### config.mk
export PLATFORM = sky130hd
export DESIGN_NAME = fault_error_record_regs
export DESIGN_NICKNAME = d
export VERILOG_FILES = /design/src/core/fault_manager_pkg.sv /design/src/core/fault_error_record_regs.sv
export VERILOG_INCLUDE_DIRS = /design/src /design/src/core
export SDC_FILE = /design/constraint.sdc
export NUM_CORES = 1
export LEC_CHECK = 0
export BUFFER_PORTS_ARGS = -buffer_cell sky130_fd_sc_hd__buf_2
export CAP_MARGIN = 30
export CORE_ASPECT_RATIO = 1.4
export CORE_MARGIN = 2
export CORE_UTILIZATION = 50
export CTS_CLUSTER_DIAMETER = 50
export DETAILED_ROUTE_END_ITERATION = 10
export PLACE_DENSITY = 0.81
export RECOVER_POWER = 25
export SETUP_SLACK_MARGIN = 0.3
export SKIP_LAST_GASP = 1
export SYNTH_ARGS = -nofsm -noshare
export SYNTH_HDL_FRONTEND = slang
export SYNTH_SLANG_ARGS = --single-unit
### constraint.sdc
create_clock -name clk_i -period 2.6 [get_ports clk_i]
set_clock_uncertainty 0.1 [all_clocks]
set_input_delay 0.65 -clock clk_i [delete_from_list [all_inputs] [get_ports clk_i]]
set_output_delay 0.65 -clock clk_i [all_outputs]
set_load 0.01 [all_outputs]
### src/core/fault_manager_defs.svh
// Purpose: Offsets, field positions, reset values and counts of the
//          fault manager register bank.
// Assumes: 12-bit byte address, 32-bit data words.
// Notes:   64-bit registers take two words, low word first.
`ifndef FAULT_MANAGER_DEFS_SVH
`define FAULT_MANAGER_DEFS_SVH

// Records
`define FM_NUM_REC        4
`define FM_REC_BITS       2
`define FM_REC_SHIFT      6
`define FM_SUB_FEAT_LO    6'h00
`define FM_SUB_FEAT_HI    6'h04
`define FM_SUB_CTL_LO     6'h08
`define FM_SUB_CTL_HI     6'h0C
`define FM_SUB_STS_LO     6'h10
`define FM_SUB_STS_HI     6'h14

// Unit registers
`define FM_GSR_LO         12'hE00
`define FM_GSR_HI         12'hE04
`define FM_KEY            12'hEA0
`define FM_PING_CTL       12'hEA4
`define FM_PING_NOW       12'hEA8
`define FM_SM_ENABLE      12'hEB0
`define FM_SM_INJECT      12'hEB4
`define FM_PING_MASK_LO   12'hEC0
`define FM_PING_MASK_HI   12'hEC4
`define FM_UNIT_STATUS    12'hF00
`define FM_REC_COUNT      12'hFC8
`define FM_IRQ_STATUS     12'hF10
`define FM_IRQ_MASK       12'hF14

// Control fields
`define FM_CTL_LOG        0
`define FM_CTL_CE_EN      1
`define FM_CTL_RCV        2
`define FM_CTL_FLT        3
`define FM_CTL_RESET      4'h1

// Stored status bits and their word positions
`define FM_ST_V           3
`define FM_ST_UNC         2
`define FM_ST_OF          1
`define FM_ST_CE          0
`define FM_STW_V          30
`define FM_STW_UNC        29
`define FM_STW_OF         27
`define FM_STW_CE         24
`define FM_STS_FIXED      32'h0030_0000

// Fixed values
`define FM_FEAT_VALUE     32'h0000_00A2
`define FM_REC_COUNT_VAL  32'h0000_002C
`define FM_SETTLE_CYC     2'h2

`endif

### src/core/fault_manager_pkg.sv
// Purpose: Types of the fault manager register bank.
// Assumes: fault_manager_defs.svh on the include path.
// Notes:   The whole bank state is one packed struct.
`include "fault_manager_defs.svh"

package fault_manager_pkg;

    typedef struct packed {
        logic [`FM_NUM_REC-1:0][3:0]   ctl;
        logic [`FM_NUM_REC-1:0][3:0]   sts;
        logic [31:0]                   key;
        logic [31:0]                   ping_ctl;
        logic [31:0]                   ping_now;
        logic [31:0]                   sm_enable;
        logic [31:0]                   sm_inject;
        logic [63:0]                   ping_mask;
        logic [2*`FM_NUM_REC-1:0]      irq_pend;
        logic [2*`FM_NUM_REC-1:0]      irq_mask;
        logic [1:0]                    settle;
        logic [31:0]                   rdata;
        logic                          fault_out;
        logic                          recov_out;
        logic                          irq_out;
    } state_t;

endpackage

### src/core/fault_error_record_regs.sv
// Purpose: Fault manager error record register bank with interrupts.
// Assumes: Plain register port, read data one cycle after the strobe;
//          error event inputs come from logic on clk_i.
// Notes:   Notes on behaviour follow.
// Notes on behaviour
// - Records at 64-byte stride: feature, control, status.
// - Feature reads fixed 0xA2; interrupt feature controllable.
// - Recovery interrupt and logging features controllable.
// - Control bit 0 enables logging; resets 0x1.
// - Control bit 3 raises fault-handling interrupt.
// - Control bit 2 raises recovery interrupt on uncorrected.
// - Bit 1 clear: correctable reported as uncorrectable.
// - One uncorrected error may raise both interrupts.
// - Only Secure accesses read or modify registers.
// - Status register 64-bit, write-one-to-clear, resets 0x30_0000.
// - Group summary at 0xE00, read-only, reset zero.
// - Key, ping control, ping-now registers, reset zero.
// - Safety enable and inject registers write-only.
// - Unit status at 0xF00 reads 0x1 after reset.
// - Record identification at 0xFC8 reads 0x2C.
`include "fault_manager_defs.svh"

module fault_error_record_regs (
    // Clock and reset
    input  wire logic                     clk_i,
    input  wire logic                     rstn_i,
    // Register port
    input  wire logic [11:0]              addr_i,
    input  wire logic [31:0]              wdata_i,
    input  wire logic                     wr_i,
    input  wire logic                     rd_i,
    input  wire logic                     secure_i,
    output logic      [31:0]              rdata_o,
    // Error events, one bit per record
    input  wire logic [`FM_NUM_REC-1:0]   err_valid_i,
    input  wire logic [`FM_NUM_REC-1:0]   err_corrected_i,
    // Interrupts
    output logic                          fault_handling_irq_o,
    output logic                          error_recovery_irq_o,
    output logic                          irq_o,
    // Settings toward the safety logic
    output logic      [31:0]              key_o,
    output logic      [31:0]              ping_ctl_o,
    output logic      [31:0]              ping_now_o,
    output logic      [63:0]              ping_mask_o,
    output logic      [31:0]              sm_enable_o,
    output logic      [31:0]              sm_inject_o
);

    localparam int NR = `FM_NUM_REC;

    fault_manager_pkg::state_t st;
    fault_manager_pkg::state_t next_st;

    // Address falls inside the record area
    function automatic logic rec_hit(input logic [11:0] a);
        rec_hit = (a[11:`FM_REC_SHIFT+`FM_REC_BITS] == '0);
    endfunction

    function automatic logic [`FM_REC_BITS-1:0] rec_idx(input logic [11:0] a);
        rec_idx = a[`FM_REC_SHIFT+`FM_REC_BITS-1:`FM_REC_SHIFT];
    endfunction

    // Correctable errors count as uncorrected unless kept apart
    function automatic logic unc_reported(input logic corr,
                                          input logic ce_en);
        unc_reported = !corr || !ce_en;
    endfunction

    function automatic logic [31:0] sts_word(input logic [3:0] s);
        logic [31:0] w;
        w = `FM_STS_FIXED;
        w[`FM_STW_V]  = s[`FM_ST_V];
        w[`FM_STW_UNC] = s[`FM_ST_UNC];
        w[`FM_STW_OF] = s[`FM_ST_OF];
        w[`FM_STW_CE] = s[`FM_ST_CE];
        sts_word = w;
    endfunction

    logic                    acc_wr;
    logic                    acc_rd;
    logic                    sts_wr;
    logic [5:0]              sub;
    logic [NR-1:0]           v_bits;

    // Non-Secure strobes are dropped before any decode
    assign acc_wr = wr_i && secure_i;
    assign acc_rd = rd_i && secure_i;
    assign sub    = addr_i[5:0];
    assign sts_wr = acc_wr && rec_hit(addr_i) && sub == `FM_SUB_STS_LO;

    always_comb begin
        logic [NR-1:0][3:0] set_b;
        logic [NR-1:0][3:0] clr_b;
        logic [2*NR-1:0]    ev;
        logic [2*NR-1:0]    irq_clr;
        logic               unc;
        logic [`FM_REC_BITS-1:0] ix;
        set_b   = '0;
        clr_b   = '0;
        ev      = '0;
        irq_clr = '0;
        unc     = 1'b0;
        ix      = rec_idx(addr_i);
        next_st = st;
        next_st.rdata = 32'h0000_0000;
        v_bits  = '0;

        // Error capture per record
        for (int r = 0; r < NR; r++) begin
            v_bits[r] = st.sts[r][`FM_ST_V];
            unc = unc_reported(err_corrected_i[r], st.ctl[r][`FM_CTL_CE_EN]);
            if (err_valid_i[r] && st.ctl[r][`FM_CTL_LOG]) begin
                set_b[r][`FM_ST_V]   = 1'b1;
                set_b[r][`FM_ST_OF]  = st.sts[r][`FM_ST_V];
                set_b[r][`FM_ST_UNC] = unc;
                set_b[r][`FM_ST_CE]  = !unc;
                // Both interrupts may fire from one error
                ev[r]      = st.ctl[r][`FM_CTL_FLT];
                ev[NR + r] = st.ctl[r][`FM_CTL_RCV] && unc;
            end
        end

        // Register writes
        if (acc_wr) begin
            if (rec_hit(addr_i)) begin
                case (sub)
                    `FM_SUB_CTL_LO: begin
                        next_st.ctl[ix] = wdata_i[3:0];
                    end
                    `FM_SUB_STS_LO: begin
                        clr_b[ix][`FM_ST_V]  = wdata_i[`FM_STW_V];
                        clr_b[ix][`FM_ST_UNC] = wdata_i[`FM_STW_UNC];
                        clr_b[ix][`FM_ST_OF] = wdata_i[`FM_STW_OF];
                        clr_b[ix][`FM_ST_CE] = wdata_i[`FM_STW_CE];
                    end
                    default: begin
                    end
                endcase
            end else begin
                case (addr_i)
                    `FM_KEY:          next_st.key       = wdata_i;
                    `FM_PING_CTL:     next_st.ping_ctl  = wdata_i;
                    `FM_PING_NOW:     next_st.ping_now  = wdata_i;
                    `FM_SM_ENABLE:    next_st.sm_enable = wdata_i;
                    `FM_SM_INJECT:    next_st.sm_inject = wdata_i;
                    `FM_PING_MASK_LO: next_st.ping_mask[31:0] = wdata_i;
                    `FM_PING_MASK_HI: next_st.ping_mask[63:32] = wdata_i;
                    `FM_IRQ_STATUS:   irq_clr = wdata_i[2*NR-1:0];
                    `FM_IRQ_MASK:     next_st.irq_mask = wdata_i[2*NR-1:0];
                    default: begin
                    end
                endcase
            end
        end

        // A new error wins over a clear in the same cycle
        for (int r = 0; r < NR; r++) begin
            next_st.sts[r] = (st.sts[r] & ~clr_b[r]) | set_b[r];
        end
        next_st.irq_pend = (st.irq_pend & ~irq_clr) | ev;

        // Status write takes a few cycles to settle
        if (sts_wr) begin
            next_st.settle = `FM_SETTLE_CYC;
        end else if (st.settle != 2'h0) begin
            next_st.settle = st.settle - 2'h1;
        end

        // Register reads, reserved and write-only read zero
        if (acc_rd) begin
            if (rec_hit(addr_i)) begin
                case (sub)
                    `FM_SUB_FEAT_LO: next_st.rdata = `FM_FEAT_VALUE;
                    `FM_SUB_CTL_LO:  next_st.rdata = {28'h0, st.ctl[ix]};
                    `FM_SUB_STS_LO:  next_st.rdata = sts_word(st.sts[ix]);
                    default:         next_st.rdata = 32'h0000_0000;
                endcase
            end else begin
                case (addr_i)
                    `FM_GSR_LO:       next_st.rdata = 32'(v_bits);
                    `FM_KEY:          next_st.rdata = st.key;
                    `FM_PING_CTL:     next_st.rdata = st.ping_ctl;
                    `FM_PING_NOW:     next_st.rdata = st.ping_now;
                    `FM_PING_MASK_LO: next_st.rdata = st.ping_mask[31:0];
                    `FM_PING_MASK_HI: next_st.rdata = st.ping_mask[63:32];
                    `FM_UNIT_STATUS:  next_st.rdata =
                                          {31'h0, st.settle == 2'h0};
                    `FM_REC_COUNT:    next_st.rdata = `FM_REC_COUNT_VAL;
                    `FM_IRQ_STATUS:   next_st.rdata = 32'(st.irq_pend);
                    `FM_IRQ_MASK:     next_st.rdata = 32'(st.irq_mask);
                    default:          next_st.rdata = 32'h0000_0000;
                endcase
            end
        end

        // Outputs follow the next pending state so they stay registered
        next_st.fault_out = |(next_st.irq_pend[NR-1:0]
                              & next_st.irq_mask[NR-1:0]);
        next_st.recov_out = |(next_st.irq_pend[2*NR-1:NR]
                              & next_st.irq_mask[2*NR-1:NR]);
        next_st.irq_out   = next_st.fault_out || next_st.recov_out;
    end

    always_ff @(posedge clk_i or negedge rstn_i) begin
        if (!rstn_i) begin
            st     <= '0;
            st.ctl <= {NR{`FM_CTL_RESET}};
        end else begin
            st <= next_st;
        end
    end

    assign rdata_o              = st.rdata;
    assign fault_handling_irq_o = st.fault_out;
    assign error_recovery_irq_o = st.recov_out;
    assign irq_o                = st.irq_out;
    assign key_o                = st.key;
    assign ping_ctl_o           = st.ping_ctl;
    assign ping_now_o           = st.ping_now;
    assign ping_mask_o          = st.ping_mask;
    assign sm_enable_o          = st.sm_enable;
    assign sm_inject_o          = st.sm_inject;
endmodule

### Yosys cells after proc, flatten, opt, wreduce, memory -nomap -nowiden

Index checks and enable logic that the tools add are counted.

* register bits after elaboration: 309
* output and inout bits: 259
* bits of input ports: 57
* word-level logic and storage cells: 148

* reduce and logical (&&, ||, !) cells: 45
* muxes and demuxes: 45
* order comparisons: 2
* equality and inequality tests: 14
* bitwise gates (word level): 19
* $add $sub $neg: 1

Operators by type and width (number)
* 32-bit one-hot mux with 10 select lines: 1
* 12-bit == test (second input constant): 12
* 31-bit one-hot mux with 3 select lines: 1
* 16-bit bitwise mux: 4
* 32-bit 2-to-1 mux: 2
* 16-bit 2-to-1 mux: 3
* 8-bit 2-to-1 mux: 6
* 4-bit demux with 2-bit select: 5
* 4-bit 2-to-1 mux: 8
* 4-bit AND: 6
* 3-bit AND reduction: 8
* 16-bit AND: 1
* 4-bit binary-select mux with 2-bit select: 2
* 4-bit NOT: 4
* 4-bit OR: 4
* 1-bit logical AND: 13
* 1-bit zero test: 12
* 1-bit 2-to-1 mux: 9
* 8-bit AND: 1
* 8-bit NOT: 1
* 8-bit OR: 1
* 4-bit OR reduction: 2
* 6-bit by 4-bit == test with 1-bit output (second input constant): 1
* 6-bit by 5-bit == test with 1-bit output (second input constant): 1
* 11 further kinds: 18

### Logic depth before layout (Yosys ltp)

Gate-level depths: netlist of run 1.

* depth after elaboration: 14
* depth in mapped cells: 9

### Least setup slack after synthesis of run 1

OpenSTA, ideal clock, no wires.

* path kind: input port to flip-flop
* from: in addr_i[3]
* to: reg st, in the netlist irq_o
* library setup time: 0.134 ns
* setup slack: -0.209 ns
* data required time: 2.366 ns
* stages: 8
* arrival time: 2.574 ns
* cell sequence: buf_2 or4_1 buf_2 nor3_4 nand3_1 a32o_1 a2111o_1 nand4b_4

RTL lines
* from (decl): RTL line fault_error_record_regs.sv:28 `input wire logic [11:0] addr_i,`
* to (signal assigned): RTL line fault_error_record_regs.sv:210 `st <= next_st;`
* to (decl): RTL line fault_error_record_regs.sv:52 `fault_manager_pkg::state_t st;`

==> results of run 1 <==
## critical path: cells and delay by family
kind	cells	cell delay [ns]
simple gates	3	1.19
compound gates	3	0.49
buf+inv	2	0.29
## synth_stat cells (2+ instances only)
cell	number	area (um^2)
mux2i_1	3	30.0
inv_1	5	18.8
mux4_2	6	135
a32oi_1	4	35.0
dfstp_2	4	105
buf_2	25	125
a31o_2	2	17.5
a221oi_1	10	87.6
nor3_2	4	40.0
dfrtp_1	305	7630
nand3_1	21	105
buf_1	5	18.8
and2_1	4	25.0
nor3_1	10	50.1
a21o_1	4	30.0
buf_4	256	1920
nor2_1	16	60.1
nor4_1	2	12.5
o22ai_1	4	25.0
or4_1	2	15.0
o41ai_1	2	17.5
a31oi_1	6	37.5
nor4_2	3	37.5
a32o_1	5	50.1
a22o_1	5	43.8
clkbuf_1	28	105
nor3b_1	2	15.0
nor2b_1	3	18.8
nand2b_1	3	18.8
a21oi_1	40	200
a222oi_1	20	200
or2_2	3	18.8
a22oi_1	45	338
nand2_1	62	233
and3_1	5	31.3
mux2_2	240	2700
or4b_1	3	30.0
mux2_1	4	45.0
o21ai_0	20	100
a221o_1	2	20.0
nor4bb_1	2	20.0
## area by class of cell
type	count	area, um^2
Fill cell	2317	12300
Sequential cell	309	7740
Multi-Input combinational cell	587	5280
Timing Repair Buffer	449	2880
Clock buffer	43	901
Tap cell	385	482
Clock inverter	13	163
Inverter	5	18.8
Antenna cell	1	2.50
## final timing paths
path                            depth (start not counted)              end
max in group asynchronous                               3   ping_mask_o[3]
worst max-delay path                                    8      rdata_o[11]
worst max register to register                          5            irq_o
worst min-delay path                                    3          st[289]
min in group asynchronous                               2  sm_inject_o[31]
worst min register to register                          1          st[291]
## through the flow
stage	TNS, ns	total power, mW	setup slack (ns)	hold WS [ns]
floorplan	-2.17	5.14	-0.194	0.254
global placement	-19.66	5.48	-0.238	0.363
detailed placement	-21.25	5.50	-0.252	0.380
CTS	0	10.1	0.327	0.249
global route	0	10.3	0.200	0.267
finish	0	10.0	0.350	0.265
## power breakdown
group / switching [mW] / total, mW / internal [mW]
Clock: 1.92 / 4.64 / 2.72
Combinational: 0.352 / 0.539 / 0.187
Sequential: 0.0205 / 4.86 / 4.84
Total: 2.29 / 10.0 / 7.75
## registers in the layout, summed over array words and instances, names as in the netlist
signal	flops
error_recovery_irq_o	1
fault_handling_irq_o	1
irq_o	1
key_o	32
ping_ctl_o	32
ping_mask_o	64
ping_now_o	32
rdata_o	32
sm_enable_o	32
sm_inject_o	32
st	50
## kinds of logic after synthesis
group	share of synthesized area
fa+ha+maj	0.000834
simple gates	0.0581
mux	0.194
flops	0.516
buf+inv	0.147
compound gates	0.0836
xor+xnor	0.000584
## per-layer routing
| layer | part of all wire | global-route usage | up-vias |
|---|---|---|---|
| met5 | 0.00051 | 0 | - |
| met4 | 0.057 | 0.151 | 4 |
| met3 | 0.063 | 0.0406 | 145 |
| met2 | 0.51 | 0.496 | 557 |
| met1 | 0.37 | 0.346 | 5307 |
| li1 | - | - | 4471 |
## what timing repair did
action | in CTS | in global routing
setup endpoints to repair | 0 | 11
resized for setup | 0 | 4
endpoints found under the hold margin | 49 | 0
hold buffers | 1 | 0
==> impl_metrics.ini, run 1 <==
[routing]
antenna_left = 0
dr.pass1.iters = 5
drt-total-wl_mm = 45.5
route.detailed.drc = 0
num_vias = 10500
wl_per_cell_um = 25.4
vias_per_cell = 5.85
first_iter_violations = 734

[synth]
synthesis.area_um2 = 15000
synth_fp_nets = 1274
avgSynthCellArea_um2 = 12.3
synth_async_sr_flop_share = 1.00
ys_types = 62
ys_seq_area_frac = 0.516
synth_ff_type = dfrtp_1
yosysWarnings = 0
syn_inst = 1216
ys_seq_elements = 309
synth_edf_count = 0

[min_path]
min-delay-start = err_corrected_i[3]
hold_path.class = in -> reg

[setup_path]
worst-setup-path-type = in -> reg
crit_chain = buf_2 > or4b_4 > nor3_2 > a31oi_1 > or4b_1 > a31o_4 > buf_12 > a21oi_2
crit_required_ns = 2.99
arrival_ns = 2.64
r2r_start = st[293]
r2r_slack_ns = 0.77
crit_path_start_kind = input pin
end_kind = flop
crit_fanout = 8
startpoint = addr_i[2]
cp_slowest_cell = or4b_4
max_stage_delay_ns = 0.54

[final_layout]
final_cells = 1792
fin_util = 0.587
fin_area_um2 = 17500
nets = 1440
mostFrequentLayoutCells = 314 x buf_2, 305 x dfrtp_1, 240 x mux2_2
final_common_cell = buf_2
drive_gt1_frac = 0.574
area_growth_pct = 16.4

[place]
port_buffers = 315
postPlaceCellArea_um2 = 16400
hpwl_mm = 33.3
gp_congestion = 0.937
dpl.cell_count = 1734

[grt]
grt_pass1_vias = 11000
track_usage = 0.287
grt_first_pass_wirelength_mm = 67.4
grt_max_degree = 60
grt_overflow_total = 0
grt_antenna_before_repair = 3

[power]
p_per_area_nw_per_um2 = 575
p_leak_nw = 9.41
peakVddDrop_uv = 638

[timing]
slew_viol_final = 0
fin_crit_sh = 0.865
fin_crit_ns = 2.25
slew_headroom = 0.269
hold_viol_final = 0
fmax_ghz = 0.445
setup_viol = 0
tightest_slew_ns = 1.09
rsz0062_at_grt = false

[run_status]
outcome = finished, final reports clean

[clock_network]
clk_pin_slew_ns = 0.07
cts_buffers = 30
clock_sinks = 309
post_cts_buffers = 0
max-clock-path-buffers = 3
cts.htree.levels = 1
cts_tree = built
clockRootBuffer = clkbuf_16
clock_latency_ns = 0.56

[floorplan]
die_area_um2 = 31400
die_x_um = 150
core_um2 = 29700
die_h_um = 209
rows = 75
ios = 316
start_util = 0.504

[job]
drv_cap = 0
No activity file was read; power rests on OpenSTA's default activity.
==> run 2, diff against run 1 <==
- CTS_CLUSTER_SIZE: not set -> 28
- clock period: 2.6 -> 2.2 ns (I/O delays scaled with it)
==> impl_metrics.ini, run 2 (synthesized netlist as in run 1, its figures left out) <==
[final_layout]
nets = 1489
largest_reg_flops = 64
drive_gt1_frac = 0.622
fill_cells = 2250
final_common_cell = dfrtp_1
mostFrequentLayoutCells = 305 x dfrtp_1, 303 x buf_2, 239 x mux2_2
final_cells = 1835
area_growth_pct = 23.7
fin_area_um2 = 18500

[floorplan]
start_util = 0.504
ios = 316
rows = 75
die_h_um = 209
die_area_um2 = 31400
core_um2 = 29700
die_x_um = 150

[routing]
antenna_left = 0
drt-total-wl_mm = 46.7
num_vias = 10800
wl_per_cell_um = 25.5
first_iter_violations = 762
dr.pass1.iters = 9
vias_per_cell = 5.89
route.detailed.drc = 0

[place]
dpl.cell_count = 1740
hpwl_mm = 32.2
port_buffers = 315
postPlaceCellArea_um2 = 16500
gp_congestion = 0.962

[clock_network]
cts_tree = built
max-clock-path-buffers = 3
cts_buffers = 24
clock_latency_ns = 0.55
clk_pin_slew_ns = 0.09
clockRootBuffer = clkbuf_16
cts.htree.levels = 1
clock_sinks = 309

[timing]
fin_crit_ns = 2.15
rsz0062_at_grt = true
slew_headroom = 0.403
fmax_ghz = 0.466
tightest_slew_ns = 0.895
slew_viol_final = 0
hold_viol_final = 0
setup_viol = 0
fin_crit_sh = 0.976

[power]
p_total_mw = 11.2
p_leak_nw = 9.90
peakVddDrop_uv = 549
p_per_area_nw_per_um2 = 606

[min_path]
min_to = st[285]
hold_path.class = in -> reg
min-delay-start = err_corrected_i[2]
holdPathStages = 3

[grt]
grt_first_pass_wirelength_mm = 68.5
grt_max_degree = 60
grt_pass1_vias = 11200
grt_overflow_total = 0
grt_antenna_before_repair = 1
track_usage = 0.289

[setup_path]
worst-setup-path-type = in -> reg
crit_chain = buf_8 > or4b_4 > nor3_2 > a31oi_1 > or4b_4 > a31o_4 > buf_16 > a21oi_2
crit_required_ns = 2.59
cp_num_buf_inv = 2
max_stage_delay_ns = 0.55
arrival_ns = 2.53
r2r_start = st[301]
rr_worst_depth = 5
cp_slowest_cell = or4b_4
crit_family = simple AND/OR/NAND/NOR gates
cpMostUsedCell = or4b_4
crit_path_start_kind = input pin
end_kind = flop
crit_fanout = 7
regToRegEndpoint = irq_o
r2r_slack_ns = 0.44

[job]
drv_cap = 0

[run_status]
outcome = finished, final reports clean
==> run 2: changes by cell type in the layout (fill, tap and decap cells not counted), moves of 6 or more <==
cell | previous run | this run
buf_16 | 0 | 8
buf_2 | 314 | 303
buf_6 | 0 | 43
clkbuf_8 | 8 | 1
clkinv_2 | 6 | 0
o21ai_0 | 18 | 7
o21ai_2 | 0 | 8
==> run 2: metrics by stage <==
step / hold slack [ns] / util / TNS, ns / setup WS (ns)
floorplan: 0.154 / - / -51.72 / -0.494
global placement: 0.360 / 0.554 / -103.92 / -0.549
detailed placement: 0.370 / 0.554 / -109.25 / -0.583
CTS: 0.141 / 0.609 / 0 / 0.0833
global route: 0.139 / 0.623 / 0 / 0.0230
finish: 0.150 / 0.623 / 0 / 0.0536
==> run 2: worst max path at each step <==
stage / from / slack, ns / endpoint / cells after the start
after global placement: addr_i[0] / -0.55 / st[288] / 10
after CTS: addr_i[0] / 0.08 / rdata_o[11] / 8
after detailed placement: addr_i[2] / -0.58 / rdata_o[4] / 8
final: addr_i[0] / 0.05 / rdata_o[18] / 8
after global routing: addr_i[0] / 0.02 / rdata_o[8] / 8
after floorplan: addr_i[3] / -0.49 / irq_o / 8
==> run 2: final cells by class <==
type                    instances  area, um^2  share of cell area
diodes                          1        2.50            0.000135
clock buffers                  27         643              0.0347
clock inverters                17         246              0.0133
inverters                       5        18.8             0.00101
multi-input cells             587        5630               0.304
flip-flops and latches        309        7740               0.417
well taps                     385         482              0.0260
repair buffers                504        3790               0.204
==> run 2: routing by layer <==
metal | GRT usage | part of all wire | vias up
met1 | 0.338 | 0.36 | 5562
met5 | 0 | 0 | -
met3 | 0.0400 | 0.060 | 145
met4 | 0.142 | 0.051 | 0
met2 | 0.515 | 0.53 | 542
li1 | - | - | 4551
==> run 2: worst min-delay path, stage by stage <==
cell and delay (ns):
buf_2 0.11, nand2_1 0.06, o21ai_1 0.05
==> run 2: timing repair <==
item / CTS / global route
gates resized for setup: 95 / 71
pin swaps: 32 / 37
endpoints found under the hold margin: 50 / 0
setup endpoints to repair: 250 / 221
hold buffers: 1 / 0
setup buffers: 19 / 19
cloned: 9 / 2
==> run 2: power breakdown <==
| part | leakage (nW) | internal (mW) | total, mW | switching (mW) |
|---|---|---|---|---|
| combinational | 5.18 | 0.260 | 0.696 | 0.436 |
| clock | 0.427 | 2.40 | 4.81 | 2.40 |
| sequential | 4.29 | 5.71 | 5.74 | 0.0267 |
==> run 3, diff against run 2 <==
- BUFFER_PORTS_ARGS: -buffer_cell sky130_fd_sc_hd__buf_2 -> -buffer_cell sky130_fd_sc_hd__clkbuf_2
==> impl_metrics.ini, run 3 (synthesized netlist as in run 1, its figures left out) <==
[place]
hpwl_mm = 32.1
dp_slack_ns = -0.592
gp_congestion = 0.954
port_buffers = 315
postPlaceCellArea_um2 = 16500
dpl.cell_count = 1749

[power]
peakVddDrop_uv = 508
p_total_mw = 10.8
p_per_area_nw_per_um2 = 582
p_leak_nw = 9.76

[setup_path]
worst-setup-path-type = in -> reg
r2r_slack_ns = 0.34
r2r_start = st[301]
end_kind = flop
crit_fanout = 4
regToRegEndpoint = error_recovery_irq_o
arrival_ns = 2.62
crit_required_ns = 2.57
rr_worst_depth = 5
crit_path_start_kind = input pin

[timing]
slew_viol_final = 0
fin_crit_sh = 1.02
fin_crit_ns = 2.25
hold_viol_final = 0
rsz0062_at_grt = true
whs_ns = 0.166
slew_headroom = 0.370
setup_viol = 5
fmax_ghz = 0.445
tightest_slew_ns = 0.945
setup_slack_ns = -0.0496

[clock_network]
cts_tree = built
clock_latency_ns = 0.54
max-clock-path-buffers = 3
cts.htree.levels = 1
clockRootBuffer = clkbuf_16
clock_sinks = 309
cts_buffers = 21
clk_pin_slew_ns = 0.09

[routing]
antenna_left = 0
route.detailed.drc = 0
first_iter_violations = 724
drt-total-wl_mm = 46.5
wl_per_cell_um = 25.3
vias_per_cell = 5.86
dr.pass1.iters = 7
num_vias = 10800

[grt]
grt_overflow_total = 0
grt_first_pass_wirelength_mm = 66.0
grt_pass1_vias = 10900
grt_max_degree = 60
grt_antenna_before_repair = 1
track_usage = 0.277

[final_layout]
fill_cells = 2215
drive_gt1_frac = 0.635
final_common_cell = clkbuf_2
fin_area_um2 = 18600
final_cells = 1839
area_growth_pct = 24.3
nets = 1496
largest_reg_flops = 64
mostFrequentLayoutCells = 315 x clkbuf_2, 305 x dfrtp_1, 231 x mux2_2

[min_path]
holdPathStages = 3
min-delay-start = err_corrected_i[3]
hold_path.class = in -> reg
min_to = st[289]

[run_status]
violations = setup timing
outcome = finished with violations

[floorplan]
ios = 316
die_x_um = 150
start_util = 0.504
die_h_um = 209
core_um2 = 29700
rows = 75
die_area_um2 = 31400

[job]
drv_cap = 0
run 3: cell count changes in the layout (fill, tap and decap cells not counted), moves of 6 or more:
cell,delta
clkbuf_2,+312
buf_2,-303
mux2_2,-8
mux2_4,+8
nand2_1,-7
buf_12,+6
buf_6,-6
run 3: report_power, final:
part	leakage [nW]	switching (mW)	internal (mW)
clock	0.371	2.27	2.15
combinational	5.10	0.436	0.257
sequential	4.29	0.0245	5.71
run 3: final cells by class:
cell class / instances / area [um^2] / share of cell area
flip-flops and latches: 309 / 7740 / 0.415
repair buffers: 514 / 3900 / 0.209
inverters: 5 / 18.8 / 0.00101
clock inverters: 17 / 245 / 0.0132
diodes: 1 / 2.50 / 0.000134
well taps: 385 / 482 / 0.0258
multi-input cells: 587 / 5730 / 0.307
clock buffers: 21 / 526 / 0.0282
run 3: worst max-delay path by stage:
| stage | startpoint | endpoint | slack (ns) |
|---|---|---|---|
| 4_1_cts | addr_i[0] | irq_o | 0.06 |
| 6_report | addr_i[0] | rdata_o[10] | -0.05 |
| 2_1_floorplan | addr_i[3] | irq_o | -0.49 |
| 3_5_place_dp | addr_i[3] | irq_o | -0.59 |
| 3_3_place_gp | addr_i[3] | irq_o | -0.56 |
| 5_1_grt | addr_i[0] | rdata_o[10] | -0.05 |
run 3: critical path, cell delays in order:
cell and delay [ns]:
buf_6 0.10, buf_6 0.11, or4_4 0.57, buf_6 0.15, buf_6 0.12, buf_6 0.11, nor3_4 0.26, buf_4 0.17
buf_6 0.13, buf_12 0.11, a22oi_1 0.10, a21oi_2 0.15
run 3: routing by layer:
layer  up-vias  track usage  routed length, um
met3       145       0.0332               2660
met2       509        0.492              24300
met4         0        0.132               2470
met1      5537        0.331              17100
met5         -            0                  0
li1       4593            -                  -
run 3: through the flow:
stage / utilization / TNS [ns]
detailed placement: 0.555 / -97.27
floorplan: - / -51.72
finish: 0.627 / -0.134
global placement: 0.555 / -91.95
CTS: 0.605 / 0
global route: 0.627 / -1.34
run 3: repair_timing:
action | 4_1_cts | 5_1_grt
hold endpoints to repair | 48 | 0
gates resized for setup | 97 | 87
hold buffers | 1 | 0
cloned | 6 | 8
setup endpoints to repair | 203 | 262
pin swaps | 35 | 43
buffers inserted | 24 | 12
